--- src/hw/tdc_read_pkg.sv ---
// Constants and carrier types for the result, status and store register bank.
package tdc_read_pkg;
  localparam int WORD_W = 32;
  localparam int CODE_W = 39;
  localparam int CHECK_BITS = 6;
  localparam int CFG_WORDS = 7;
  localparam int RESULT_COUNT = 4;
  localparam int TX_W = 56;
  localparam int CLOCK_MHZ = 125;
  localparam int STORE_WRITE_US = 300000;
  localparam logic [7:0] OP_READ_BASE = 8'hb0;
  localparam logic [7:0] OP_WRITE_BASE = 8'h80;
  localparam logic [7:0] OP_ADDR_MASK = 8'hf8;
  localparam logic [7:0] OP_IDENT = 8'hb7;
  localparam logic [7:0] OP_SAVE = 8'hc0;
  localparam logic [7:0] OP_LOAD = 8'hf0;
  localparam logic [7:0] OP_COMPARE = 8'hc6;
  localparam logic [2:0] ADR_STATUS = 3'h4;
  localparam logic [2:0] ADR_ECHO = 3'h5;
  localparam logic [2:0] ADR_IDENT = 3'h7;
  localparam logic [2:0] LAST_WORD = 3'h6;
  localparam logic [3:0] BYTES_RESULT = 4'h4;
  localparam logic [3:0] BYTE_CNT_MAX = 4'hf;
  localparam logic [2:0] LAST_BIT = 3'h7;
  localparam int ECHO_REG = 1;
  localparam int ECHO_LSB = 24;
  localparam int DIV_REG = 0;
  localparam int DIV_LSB = 20;
  localparam int IRQ_REG = 6;
  localparam int IRQ_BIT = 21;
  localparam int IDENT_LSB = 0;
  localparam logic [31:0] ALL_ONES = 32'hffffffff;
  localparam logic [15:0] LOW_ZERO = 16'h0000;
  localparam logic [2:0] DIV_BY_1 = 3'h1;
  localparam logic [2:0] DIV_BY_2 = 3'h2;
  localparam logic [2:0] DIV_BY_4 = 3'h4;

  typedef enum logic [1:0] {
    MEAS_MODE1 = 2'h0,
    MEAS_MODE2 = 2'h1,
    MEAS_TEMP = 2'h2
  } meas_mode_t;

  typedef enum logic [1:0] {
    ACT_SAVE = 2'h0,
    ACT_LOAD = 2'h1,
    ACT_COMPARE = 2'h2
  } store_act_t;

  typedef enum logic [3:0] {
    S_IDLE = 4'b0001,
    S_READ = 4'b0010,
    S_WRITE = 4'b0100,
    S_DONE = 4'b1000
  } store_state_t;

  typedef struct packed {
    meas_mode_t mode;
    logic calibrated;
    logic alu_overflow;
    logic [15:0] raw_count;
    logic [31:0] fixed_value;
  } result_in_t;

  typedef struct packed {
    logic [1:0] result_pointer;
    logic [2:0] hits_ch1;
    logic [2:0] hits_ch2;
    logic tdc_timeout;
    logic precount_timeout;
    logic sensor_open;
    logic sensor_short;
  } front_status_t;
endpackage

--- src/hw/config_store_array.sv ---
// Seven coded words of configuration storage with fault injection.
`timescale 1ns/1ns
module config_store_array (
  input wire logic clock,
  input wire logic sys_rst,
  input wire logic write_en,
  input wire logic [2:0] word_idx,
  input wire logic [tdc_read_pkg::CODE_W-1:0] write_code,
  output logic [tdc_read_pkg::CODE_W-1:0] read_code,
  input wire logic inject_en,
  input wire logic [2:0] inject_idx,
  input wire logic [tdc_read_pkg::CODE_W-1:0] inject_mask
);
  logic [tdc_read_pkg::CODE_W-1:0] cell_q [tdc_read_pkg::CFG_WORDS];

  // An all-zero word is a valid code word, so reset leaves no error.
  always_ff @(posedge clock or posedge sys_rst) begin
    if (sys_rst) begin
      for (int i = 0; i < tdc_read_pkg::CFG_WORDS; i++) begin
        cell_q[i] <= '0;
      end
    end else if (write_en) begin
      cell_q[word_idx] <= write_code;
    end else if (inject_en && inject_idx <= tdc_read_pkg::LAST_WORD) begin
      cell_q[inject_idx] <= cell_q[inject_idx] ^ inject_mask;
    end
  end

  assign read_code = (word_idx <= tdc_read_pkg::LAST_WORD) ?
    cell_q[word_idx] : '0;
endmodule

--- src/hw/result_status_config_store.sv ---
// Read register bank, serial opcode engine and coded configuration store.
`timescale 1ns/1ns
module result_status_config_store #(
  parameter int STORE_WRITE_CYCLES =
    tdc_read_pkg::STORE_WRITE_US * tdc_read_pkg::CLOCK_MHZ,
  parameter int WORD_WRITE_CYCLES =
    STORE_WRITE_CYCLES / tdc_read_pkg::CFG_WORDS
) (
  input wire logic clock,
  input wire logic sys_rst,
  input wire logic ssn,
  input wire logic sck,
  input wire logic si,
  output logic so,
  output logic so_oe_n,
  input wire logic result_wr,
  input wire logic [1:0] result_idx,
  input wire tdc_read_pkg::result_in_t result_in,
  input wire tdc_read_pkg::front_status_t front_status,
  output logic [1:0] refclk_divider,
  output logic [2:0] tref_divide_by,
  output logic store_busy,
  output logic store_done,
  output logic store_irq,
  input wire logic inject_en,
  input wire logic [2:0] inject_idx,
  input wire logic [tdc_read_pkg::CODE_W-1:0] inject_mask
);
  logic [31:0] result_q [tdc_read_pkg::RESULT_COUNT];
  logic [31:0] cfg_q [tdc_read_pkg::CFG_WORDS];
  logic sck_q;
  logic [2:0] bit_cnt_q;
  logic [3:0] byte_cnt_q;
  logic [7:0] rx_q;
  logic [7:0] op_q;
  logic reading_q;
  logic [tdc_read_pkg::TX_W-1:0] tx_q;
  logic [tdc_read_pkg::TX_W-1:0] read_word;
  logic [7:0] rx_next;
  logic fall;
  logic byte_done;
  logic op_byte;
  logic is_write_op;
  logic [1:0] wr_lane;
  logic [15:0] status_word;
  tdc_read_pkg::store_state_t state_q;
  tdc_read_pkg::store_act_t act_q;
  logic [2:0] idx_q;
  logic [31:0] wait_q;
  logic [31:0] fix_q;
  logic mismatch_q;
  logic single_acc_q;
  logic multi_acc_q;
  logic single_q;
  logic multi_q;
  logic equal_q;
  logic start;
  tdc_read_pkg::store_act_t start_act;
  logic load_word;
  logic nvm_we;
  logic [31:0] enc_in;
  logic [tdc_read_pkg::CODE_W-1:0] enc_code;
  logic [tdc_read_pkg::CODE_W-1:0] rd_code;
  logic [31:0] dec_data;
  logic dec_single;
  logic dec_multi;

  // Shapes a front-end result into the stored register format.
  function automatic logic [31:0] format_result(
    input tdc_read_pkg::result_in_t r
  );
    if (r.mode == tdc_read_pkg::MEAS_MODE1 && !r.calibrated) begin
      format_result = {r.raw_count, tdc_read_pkg::LOW_ZERO};
    end else if (r.mode == tdc_read_pkg::MEAS_MODE1 && r.alu_overflow) begin
      format_result = tdc_read_pkg::ALL_ONES;
    end else begin
      format_result = r.fixed_value;
    end
  endfunction

  // Result registers are loaded by the measurement front end.
  always_ff @(posedge clock or posedge sys_rst) begin
    if (sys_rst) begin
      for (int i = 0; i < tdc_read_pkg::RESULT_COUNT; i++) begin
        result_q[i] <= '0;
      end
    end else if (result_wr) begin
      result_q[result_idx] <= format_result(result_in);
    end
  end

  // Status word assembled from front-end state and held store flags.
  assign status_word = {equal_q, multi_q, single_q,
    front_status.sensor_short, front_status.sensor_open,
    front_status.precount_timeout, front_status.tdc_timeout,
    front_status.hits_ch2, front_status.hits_ch1,
    1'b0, front_status.result_pointer};

  // Serial framing: bits are taken on the falling clock edge.
  assign fall = sck_q && !sck && !ssn;
  assign rx_next = {rx_q[6:0], si};
  assign byte_done = fall && bit_cnt_q == tdc_read_pkg::LAST_BIT;
  assign op_byte = byte_done && byte_cnt_q == '0;
  assign is_write_op = (op_q & tdc_read_pkg::OP_ADDR_MASK) ==
    tdc_read_pkg::OP_WRITE_BASE && op_q[2:0] <= tdc_read_pkg::LAST_WORD;
  assign wr_lane = 2'(tdc_read_pkg::BYTES_RESULT - byte_cnt_q);

  always_ff @(posedge clock or posedge sys_rst) begin
    if (sys_rst) begin
      sck_q <= 1'b0;
    end else begin
      sck_q <= sck;
    end
  end

  // Select deselect resets the framing, so each access stands alone.
  always_ff @(posedge clock or posedge sys_rst) begin
    if (sys_rst) begin
      bit_cnt_q <= '0;
      byte_cnt_q <= '0;
      rx_q <= '0;
      op_q <= '0;
    end else if (ssn) begin
      bit_cnt_q <= '0;
      byte_cnt_q <= '0;
      op_q <= '0;
    end else if (fall) begin
      bit_cnt_q <= bit_cnt_q + 3'h1;
      rx_q <= rx_next;
      if (op_byte) begin
        op_q <= rx_next;
      end
      if (byte_done && byte_cnt_q != tdc_read_pkg::BYTE_CNT_MAX) begin
        byte_cnt_q <= byte_cnt_q + 4'h1;
      end
    end
  end

  // Read data is left aligned; bytes past the register width read zero.
  always_comb begin
    read_word = '0;
    if (rx_next == tdc_read_pkg::OP_IDENT) begin
      for (int i = 0; i < tdc_read_pkg::CFG_WORDS; i++) begin
        read_word[tdc_read_pkg::TX_W-1-8*i -: 8] =
          cfg_q[i][tdc_read_pkg::IDENT_LSB +: 8];
      end
    end else if (rx_next[2:0] == tdc_read_pkg::ADR_STATUS) begin
      read_word[tdc_read_pkg::TX_W-1 -: 16] = status_word;
    end else if (rx_next[2:0] == tdc_read_pkg::ADR_ECHO) begin
      read_word[tdc_read_pkg::TX_W-1 -: 8] =
        cfg_q[tdc_read_pkg::ECHO_REG][tdc_read_pkg::ECHO_LSB +: 8];
    end else if (rx_next[2:0] < tdc_read_pkg::ADR_STATUS) begin
      read_word[tdc_read_pkg::TX_W-1 -: 32] =
        result_q[rx_next[1:0]];
    end
  end

  always_ff @(posedge clock or posedge sys_rst) begin
    if (sys_rst) begin
      tx_q <= '0;
      reading_q <= 1'b0;
    end else if (ssn) begin
      tx_q <= '0;
      reading_q <= 1'b0;
    end else if (op_byte) begin
      reading_q <= (rx_next & tdc_read_pkg::OP_ADDR_MASK) ==
        tdc_read_pkg::OP_READ_BASE;
      tx_q <= read_word;
    end else if (fall && reading_q) begin
      tx_q <= {tx_q[tdc_read_pkg::TX_W-2:0], 1'b0};
    end
  end

  assign so = tx_q[tdc_read_pkg::TX_W-1];
  assign so_oe_n = !(reading_q && !ssn);

  // Configuration registers: serial writes, or words loaded from the store.
  always_ff @(posedge clock or posedge sys_rst) begin
    if (sys_rst) begin
      for (int i = 0; i < tdc_read_pkg::CFG_WORDS; i++) begin
        cfg_q[i] <= '0;
      end
    end else if (load_word) begin
      cfg_q[idx_q] <= dec_data;
    end else if (byte_done && is_write_op && byte_cnt_q != '0 &&
                 byte_cnt_q <= tdc_read_pkg::BYTES_RESULT) begin
      cfg_q[op_q[2:0]][wr_lane*8 +: 8] <= rx_next;
    end
  end

  // Divider setting picks the reference unit of calibrated results.
  assign refclk_divider =
    cfg_q[tdc_read_pkg::DIV_REG][tdc_read_pkg::DIV_LSB +: 2];
  always_comb begin
    case (refclk_divider)
      2'h0: tref_divide_by = tdc_read_pkg::DIV_BY_1;
      2'h1: tref_divide_by = tdc_read_pkg::DIV_BY_2;
      default: tref_divide_by = tdc_read_pkg::DIV_BY_4;
    endcase
  end

  // Store actions start only from an opcode byte while the store is idle.
  always_comb begin
    case (rx_next)
      tdc_read_pkg::OP_SAVE: start_act = tdc_read_pkg::ACT_SAVE;
      tdc_read_pkg::OP_LOAD: start_act = tdc_read_pkg::ACT_LOAD;
      default: start_act = tdc_read_pkg::ACT_COMPARE;
    endcase
  end
  assign start = op_byte && state_q == tdc_read_pkg::S_IDLE &&
    (rx_next == tdc_read_pkg::OP_SAVE || rx_next == tdc_read_pkg::OP_LOAD ||
     rx_next == tdc_read_pkg::OP_COMPARE);

  assign load_word = state_q == tdc_read_pkg::S_READ &&
    act_q == tdc_read_pkg::ACT_LOAD;
  assign nvm_we = state_q == tdc_read_pkg::S_WRITE && wait_q <= 32'h1;
  assign enc_in = (act_q == tdc_read_pkg::ACT_SAVE) ? cfg_q[idx_q] : fix_q;

  secded_codec u_codec (
    .enc_data(enc_in),
    .enc_code(enc_code),
    .dec_code(rd_code),
    .dec_data(dec_data),
    .dec_single(dec_single),
    .dec_multi(dec_multi)
  );

  config_store_array u_store (
    .clock(clock),
    .sys_rst(sys_rst),
    .write_en(nvm_we),
    .word_idx(idx_q),
    .write_code(enc_code),
    .read_code(rd_code),
    .inject_en(inject_en),
    .inject_idx(inject_idx),
    .inject_mask(inject_mask)
  );

  // Store sequencer walks the seven words one at a time.
  always_ff @(posedge clock or posedge sys_rst) begin
    if (sys_rst) begin
      state_q <= tdc_read_pkg::S_IDLE;
      act_q <= tdc_read_pkg::ACT_SAVE;
      idx_q <= '0;
      wait_q <= '0;
      fix_q <= '0;
      mismatch_q <= 1'b0;
      single_acc_q <= 1'b0;
      multi_acc_q <= 1'b0;
    end else begin
      case (state_q)
        tdc_read_pkg::S_IDLE: begin
          if (start) begin
            act_q <= start_act;
            idx_q <= '0;
            mismatch_q <= 1'b0;
            single_acc_q <= 1'b0;
            multi_acc_q <= 1'b0;
            wait_q <= 32'(WORD_WRITE_CYCLES);
            state_q <= (start_act == tdc_read_pkg::ACT_SAVE) ?
              tdc_read_pkg::S_WRITE : tdc_read_pkg::S_READ;
          end
        end
        tdc_read_pkg::S_READ: begin
          fix_q <= dec_data;
          single_acc_q <= single_acc_q || dec_single;
          multi_acc_q <= multi_acc_q || dec_multi;
          mismatch_q <= mismatch_q || dec_data != cfg_q[idx_q];
          if (dec_single) begin
            wait_q <= 32'(WORD_WRITE_CYCLES);
            state_q <= tdc_read_pkg::S_WRITE;
          end else if (idx_q == tdc_read_pkg::LAST_WORD) begin
            state_q <= tdc_read_pkg::S_DONE;
          end else begin
            idx_q <= idx_q + 3'h1;
          end
        end
        tdc_read_pkg::S_WRITE: begin
          wait_q <= wait_q - 32'h1;
          if (nvm_we) begin
            if (idx_q == tdc_read_pkg::LAST_WORD) begin
              state_q <= tdc_read_pkg::S_DONE;
            end else begin
              idx_q <= idx_q + 3'h1;
              wait_q <= 32'(WORD_WRITE_CYCLES);
              state_q <= (act_q == tdc_read_pkg::ACT_SAVE) ?
                tdc_read_pkg::S_WRITE : tdc_read_pkg::S_READ;
            end
          end
        end
        tdc_read_pkg::S_DONE: begin
          state_q <= tdc_read_pkg::S_IDLE;
        end
        default: begin
          state_q <= tdc_read_pkg::S_IDLE;
        end
      endcase
    end
  end

  // Store flags change only when a load or compare finishes.
  always_ff @(posedge clock or posedge sys_rst) begin
    if (sys_rst) begin
      single_q <= 1'b0;
      multi_q <= 1'b0;
      equal_q <= 1'b0;
    end else if (state_q == tdc_read_pkg::S_DONE &&
                 act_q != tdc_read_pkg::ACT_SAVE) begin
      single_q <= single_acc_q;
      multi_q <= multi_acc_q;
      if (act_q == tdc_read_pkg::ACT_COMPARE) begin
        equal_q <= !mismatch_q && !multi_acc_q;
      end
    end
  end

  assign store_busy = state_q != tdc_read_pkg::S_IDLE;
  assign store_done = state_q == tdc_read_pkg::S_DONE;
  assign store_irq = store_done &&
    cfg_q[tdc_read_pkg::IRQ_REG][tdc_read_pkg::IRQ_BIT];

  AST_STATUS_READ: assert property (@(posedge clock) disable iff (sys_rst)
    op_byte && rx_next == {5'b10110, tdc_read_pkg::ADR_STATUS}
    |=> tx_q[55:40] == $past(status_word) && tx_q[39:0] == '0)
    else $error("status read not loaded as two bytes");
  AST_ECHO_READ: assert property (@(posedge clock) disable iff (sys_rst)
    op_byte && rx_next == {5'b10110, tdc_read_pkg::ADR_ECHO}
    |=> tx_q[55:48] == $past(cfg_q[1][31:24]) && tx_q[47:0] == '0)
    else $error("echo read wrong");
  AST_IDENT_READ: assert property (@(posedge clock) disable iff (sys_rst)
    op_byte && rx_next == tdc_read_pkg::OP_IDENT
    |=> tx_q[55:48] == $past(cfg_q[0][7:0]) &&
        tx_q[7:0] == $past(cfg_q[6][7:0]))
    else $error("ident bytes out of order");
  AST_ALU_OVERFLOW: assert property (@(posedge clock) disable iff (sys_rst)
    result_wr && result_in.mode == tdc_read_pkg::MEAS_MODE1 &&
    result_in.calibrated && result_in.alu_overflow
    |=> result_q[$past(result_idx)] == 32'hffffffff)
    else $error("overflow result not all ones");
  AST_UNCAL_FORMAT: assert property (@(posedge clock) disable iff (sys_rst)
    result_wr && result_in.mode == tdc_read_pkg::MEAS_MODE1 &&
    !result_in.calibrated
    |=> result_q[$past(result_idx)] == {$past(result_in.raw_count), 16'h0})
    else $error("uncalibrated result misplaced");
  AST_MODE2_PASS: assert property (@(posedge clock) disable iff (sys_rst)
    result_wr && result_in.mode != tdc_read_pkg::MEAS_MODE1
    |=> result_q[$past(result_idx)] == $past(result_in.fixed_value))
    else $error("mode 2 result altered");
  AST_MSB_SHIFT: assert property (@(posedge clock) disable iff (sys_rst)
    fall && reading_q && !op_byte && !ssn
    |=> so == $past(tx_q[54]))
    else $error("output not shifted msb first");
  AST_REFRESH: assert property (@(posedge clock) disable iff (sys_rst)
    state_q == tdc_read_pkg::S_READ && dec_single
    |=> state_q == tdc_read_pkg::S_WRITE && fix_q == $past(dec_data))
    else $error("single error not refreshed");
  AST_END_DONE: assert property (@(posedge clock) disable iff (sys_rst)
    nvm_we && idx_q == tdc_read_pkg::LAST_WORD
    |=> store_done ##1 !store_busy)
    else $error("store action end not signalled");
  AST_BUSY_IGNORE: assert property (@(posedge clock) disable iff (sys_rst)
    store_busy && !store_done |=> $stable(act_q))
    else $error("action restarted while busy");
  AST_FLAGS_HOLD: assert property (@(posedge clock) disable iff (sys_rst)
    !store_done |=> $stable({single_q, multi_q, equal_q}))
    else $error("store flags changed outside an action end");
  AST_MULTI_NOT_EQUAL: assert property (@(posedge clock) disable iff (sys_rst)
    store_done && act_q == tdc_read_pkg::ACT_COMPARE && multi_acc_q
    |=> !equal_q && multi_q)
    else $error("equal set despite multi error");
  COV_STATUS_READ: cover property (@(posedge clock)
    op_byte && rx_next == {5'b10110, tdc_read_pkg::ADR_STATUS});
  COV_COMPARE_DONE: cover property (@(posedge clock)
    store_done && act_q == tdc_read_pkg::ACT_COMPARE);
  COV_REFRESH: cover property (@(posedge clock)
    state_q == tdc_read_pkg::S_READ && dec_single);
endmodule

--- src/hw/secded_codec.sv ---
// Hamming single-correct double-detect encoder and decoder for store words.
`timescale 1ns/1ns
module secded_codec (
  input wire logic [tdc_read_pkg::WORD_W-1:0] enc_data,
  output logic [tdc_read_pkg::CODE_W-1:0] enc_code,
  input wire logic [tdc_read_pkg::CODE_W-1:0] dec_code,
  output logic [tdc_read_pkg::WORD_W-1:0] dec_data,
  output logic dec_single,
  output logic dec_multi
);
  logic [tdc_read_pkg::CODE_W-1:0] fixed;
  logic [tdc_read_pkg::CHECK_BITS-1:0] syn;
  logic overall;

  // Data sits at non-power-of-two positions, checks at powers of two.
  always_comb begin
    int d;
    d = 0;
    enc_code = '0;
    for (int p = 1; p < tdc_read_pkg::CODE_W; p++) begin
      if ((p & (p - 1)) != 0) begin
        enc_code[p] = enc_data[d];
        d++;
      end
    end
    for (int k = 0; k < tdc_read_pkg::CHECK_BITS; k++) begin
      for (int p = 1; p < tdc_read_pkg::CODE_W; p++) begin
        if (((p >> k) & 1) == 1 && p != (1 << k)) begin
          enc_code[1 << k] = enc_code[1 << k] ^ enc_code[p];
        end
      end
    end
    enc_code[0] = ^enc_code[tdc_read_pkg::CODE_W-1:1];
  end

  // A nonzero syndrome with odd overall parity is one flipped bit.
  always_comb begin
    int d;
    d = 0;
    syn = '0;
    for (int k = 0; k < tdc_read_pkg::CHECK_BITS; k++) begin
      for (int p = 1; p < tdc_read_pkg::CODE_W; p++) begin
        if (((p >> k) & 1) == 1) begin
          syn[k] = syn[k] ^ dec_code[p];
        end
      end
    end
    overall = ^dec_code;
    dec_single = overall;
    dec_multi = !overall && syn != '0;
    fixed = dec_code;
    if (overall && int'(syn) < tdc_read_pkg::CODE_W) begin
      fixed[syn] = !dec_code[syn];
    end
    dec_data = '0;
    for (int p = 1; p < tdc_read_pkg::CODE_W; p++) begin
      if ((p & (p - 1)) != 0) begin
        dec_data[d] = fixed[p];
        d++;
      end
    end
  end
endmodule

--- config.mk ---
export PLATFORM = sky130hd
export DESIGN_NAME = result_status_config_store
export DESIGN_NICKNAME = d
export VERILOG_FILES = /design/src/hw/tdc_read_pkg.sv /design/src/hw/config_store_array.sv /design/src/hw/result_status_config_store.sv /design/src/hw/secded_codec.sv
export SDC_FILE = /design/constraint.sdc
export NUM_CORES = 2
export LEC_CHECK = 0
export BUFFER_PORTS_ARGS = -buffer_cell sky130_fd_sc_hd__buf_2
export CAP_MARGIN = 20
export CORE_ASPECT_RATIO = 0.7
export CORE_MARGIN = 4
export CORE_UTILIZATION = 40
export CTS_CLUSTER_DIAMETER = 60
export CTS_CLUSTER_SIZE = 28
export DETAILED_ROUTE_END_ITERATION = 7
export PLACE_DENSITY_LB_ADDON = 0.15
export SETUP_SLACK_MARGIN = 0.05
export SYNTH_ARGS = -nofsm -noshare
export SYNTH_HDL_FRONTEND = slang
export SYNTH_HIERARCHICAL = 1
export SYNTH_SLANG_ARGS = --single-unit
--- constraint.sdc ---
create_clock -name clock -period 19.6 [get_ports clock]
set_input_delay 2.94 -clock clock [delete_from_list [all_inputs] [get_ports clock]]
set_output_delay 2.94 -clock clock [all_outputs]
set_load 0.03 [all_outputs]
==> flow_summary.toml <==
[detailed_routing]
post_drt_wl_per_cell_um = 28.38
route.vias.total = 39090
dr.pass1.iters = 8
totalWireLength_um = 175800
drt_drc_violations_left = 0
via_per_inst = 6.310
detail-route-antenna-nets = 0
drt_iter0_markers = 4639

[status]
outcome = "complete, no violations"

[die]
die-height_um = 288.1
io_pins = 125
die_area_um2 = 117600
dieWidth_um = 408.1
start_util_pct = 40.42
coreArea_um2 = 110900
row_count = 102

[synthesis]
yosys.area.top_type_share_pct = 43.71
synthFlopType = "dfrtp_1"
synth_edf_count = 0
synth_common_cells = "dfrtp_1 (783), nand2_1 (675), o21ai_0 (620)"
synthTopCellsByArea = "dfrtp_1 (44%), a22oi_1 (7.8%), o21ai_0 (6.9%), mux2i_1 (6.0%), nand2_1 (5.7%)"
ys_seq_area_share_pct = 43.77
synth_area_per_cell_um2 = 9.350
synthesis.area_um2 = 44820
yosysTopAreaCell = "dfrtp_1"
ys_types = 101
yosysMostFrequentCell = "dfrtp_1"
syn_inst = 4794
ys_ff_latch = 784
synthesis.nets = 4921
synth_warnings = 6
async_reset_ff_share_pct = 100.0

[clocking]
worstSkewPairLatency_ps = 700
cts_tree = "yes"
numCtsBuffers = 66
root_buffer = "clkbuf_16"
cts_setup_buffers = 0
h-tree-depth = 3
cts.sinks = 784
cts_hold_buf = 0
cts-resized-gates = 0
cts_buffer_depth = 3
cts.reportedPaths.clkPinSlew_ps = 90

[power]
seqPwrFrac_pct = 33.9
vdd_drop_max_mv = 0.2336
p_leak_nw = 20.20
total_power_mw = 6.003
comb_power_share_pct = 42.3
p_sw_share_pct = 43.07
clkPwrFrac_pct = 23.8
p_per_area_nw_per_um2 = 123.2
internal_power_mw = 3.417
switching_power_mw = 2.586

[finish]
num-fill-cells = 10720
multi_input_area_um2 = 23110
final_nets = 4810
seqCellArea_um2 = 19630
area_growth_pct = 8.706
drive_above_1_share_pct = 12.27

[grt]
grtUsageTotal_pct = 29.31
grt_overflow = 0
grt_first_pass_wirelength_um = 260400
grt_max_degree = 147
grt_pass1_vias = 37680
antenna_found_initial = 2

[timing]
min_period_over_period_pct = 40.75
drv_slew = 0
setup_slack_ps = 11610
slew_headroom_pct = 14.71
setup_viol = 0
rsz0062_at_grt = "false"
finalSetupTns_ps = 0
fmax_ghz = 0.1252
period_needed_ps = 7987
worstMarginPinSlew_ps = 1279
skew_ps = 50.07
hold_viol_final = 0

[placement]
dp_hpwl_um = 114800
io_buffers = 124
place_congestion = 0.9376
place_ws_ps = 11950

[setup_path]
endpoint_kind = "register"
cp.arrival_ps = 8540
slowest_delay_ps = 860
crit_type = "reg2reg"
critPathMaxFanout = 34
startpoint_type = "register"
critPathRequiredTime_ps = 20160
slowest_stage = "dfrtp_4"
cpLargestDelayFamily = "simple AND/OR/NAND/NOR gates"
crit_chain = "nand2b_1 > nor2_2 > buf_4 > a22oi_1 > nand3_1 > xnor2_1 > xnor2_1 > xnor3_1 > xnor2_2 > mux2_2 > o221ai_1 > a211oi_1 > a211oi_2 > mux2_2 > nor3_1 > nor4b_1 > nand4_1 > o31ai_1 > nand3_1"
crit_buf_inv = 1

[worst_hold_path]
hold_class = "reg2reg"

[run]
drv_cap = 0
[registers in the layout, summed over array words and instances (netlist names), 3 cells and up]
signal / count
fix_q: 32
rx_q: 7
bit_cnt_q: 3
u_store/cell_q: 273
op_q: 8
byte_cnt_q: 4
cfg_q: 222
wait_q: 32
tx_q: 56
idx_q: 3
state_q: 4
result_q: 128
[worst paths after layout]
path | start | end | slack (ps) | cells after the start
min in group asynchronous | sys_rst | u_store/cell_q[30]$_DFFE_PP0P_ | 2390 | 2
min | equal_q$_DFFE_PP0P_ | equal_q$_DFFE_PP0P_ | 480 | 2
max | idx_q[0]$_DFFE_PP0P_ | mismatch_q$_DFFE_PP0P_ | 11610 | 19
max in group asynchronous | sys_rst | idx_q[1]$_DFFE_PP0P_ | 13280 | 6
max reg2reg | idx_q[0]$_DFFE_PP0P_ | mismatch_q$_DFFE_PP0P_ | 11610 | 19
min reg2reg | equal_q$_DFFE_PP0P_ | equal_q$_DFFE_PP0P_ | 480 | 2
[power by group through the flow]
| stage | Sequential, mW | Clock [mW] | Combinational, mW |
|---|---|---|---|
| floorplan | 1.99 | 0 | 1.83 |
| global placement | 2.06 | 0 | 2.41 |
| detailed placement | 2.05 | 0 | 2.41 |
| CTS | 2.03 | 1.46 | 2.42 |
| global route | 2.06 | 1.52 | 2.70 |
| finish | 2.04 | 1.43 | 2.54 |
[final cells by class]
| cell class | instances | area share, % |
|---|---|---|
| multi-input combinational | 3513 | 47.44 |
| sequential | 784 | 40.29 |
| tap | 1456 | 3.739 |
| clock buffer | 76 | 3.633 |
| timing repair buffer | 254 | 3.356 |
| clock inverter | 45 | 1.009 |
| inverter | 64 | 0.5238 |
| antenna | 2 | 0.01027 |
[cells by family after synthesis]
kind of cell	Yosys count	synth area share, %
XOR/XNOR	256	5.351
AND/OR/NAND/NOR	1274	13.07
AO/OA/AOI/OAI	1622	23.29
multiplexers	349	9.036
buffers and inverters	497	5.144
adder cells (fa/ha/maj)	12	0.3350
flip-flops	784	43.77
[tightest hold or removal path: cells and delay by family, from the launching register on]
| family | cells | cell delay (ps) |
|---|---|---|
| DFF | 1 | 340 |
| AOI/OAI and AO/OA | 1 | 50 |
| and+or+nand+nor | 1 | 50 |
[routing by layer]
| layer | up-vias | part of all wire [%] | global-route usage, % |
|---|---|---|---|
| met3 | 326 | 12 | 9.491 |
| met2 | 2151 | 40 | 39.54 |
| li1 | 17200 | - | - |
| met4 | 0 | 2.5 | 7.593 |
| met5 | - | 0 | 0 |
| met1 | 19410 | 46 | 44.52 |
[cell usage in the layout, fill, tap and decap left out, drive strengths merged, types with 16 or more instances in the layout]
master  instances
a211oi         40
a21oi         127
a221o          16
a22oi         465
a31oi          30
a32oi          33
and2           40
buf           253
clkbuf         77
clkinv         19
dfrtp         783
inv            83
mux2           42
mux2i         267
mux4           40
nand2         676
nand2b         33
nand3          65
nand3b         17
nor2          257
nor2b          23
nor3           32
nor4b          26
o211ai         41
o21ai         645
o221ai         22
o22ai          98
o31ai          22
xnor2         156
xor2           93
[metrics by stage]
stage | hold WS, ps | area [µm²] | utilization [%] | cells
CTS | 480.7 | 48670 | 43.89 | 6186
floorplan | 430.0 | 44820 | - | 4794
global placement | 455.8 | 46410 | 41.85 | 6065
global route | 494.4 | 48720 | 43.93 | 6192
detailed placement | 462.2 | 46410 | 41.85 | 6065
finish | 478.5 | 48730 | 43.94 | 6194
(Power assumes the default switching activity.)
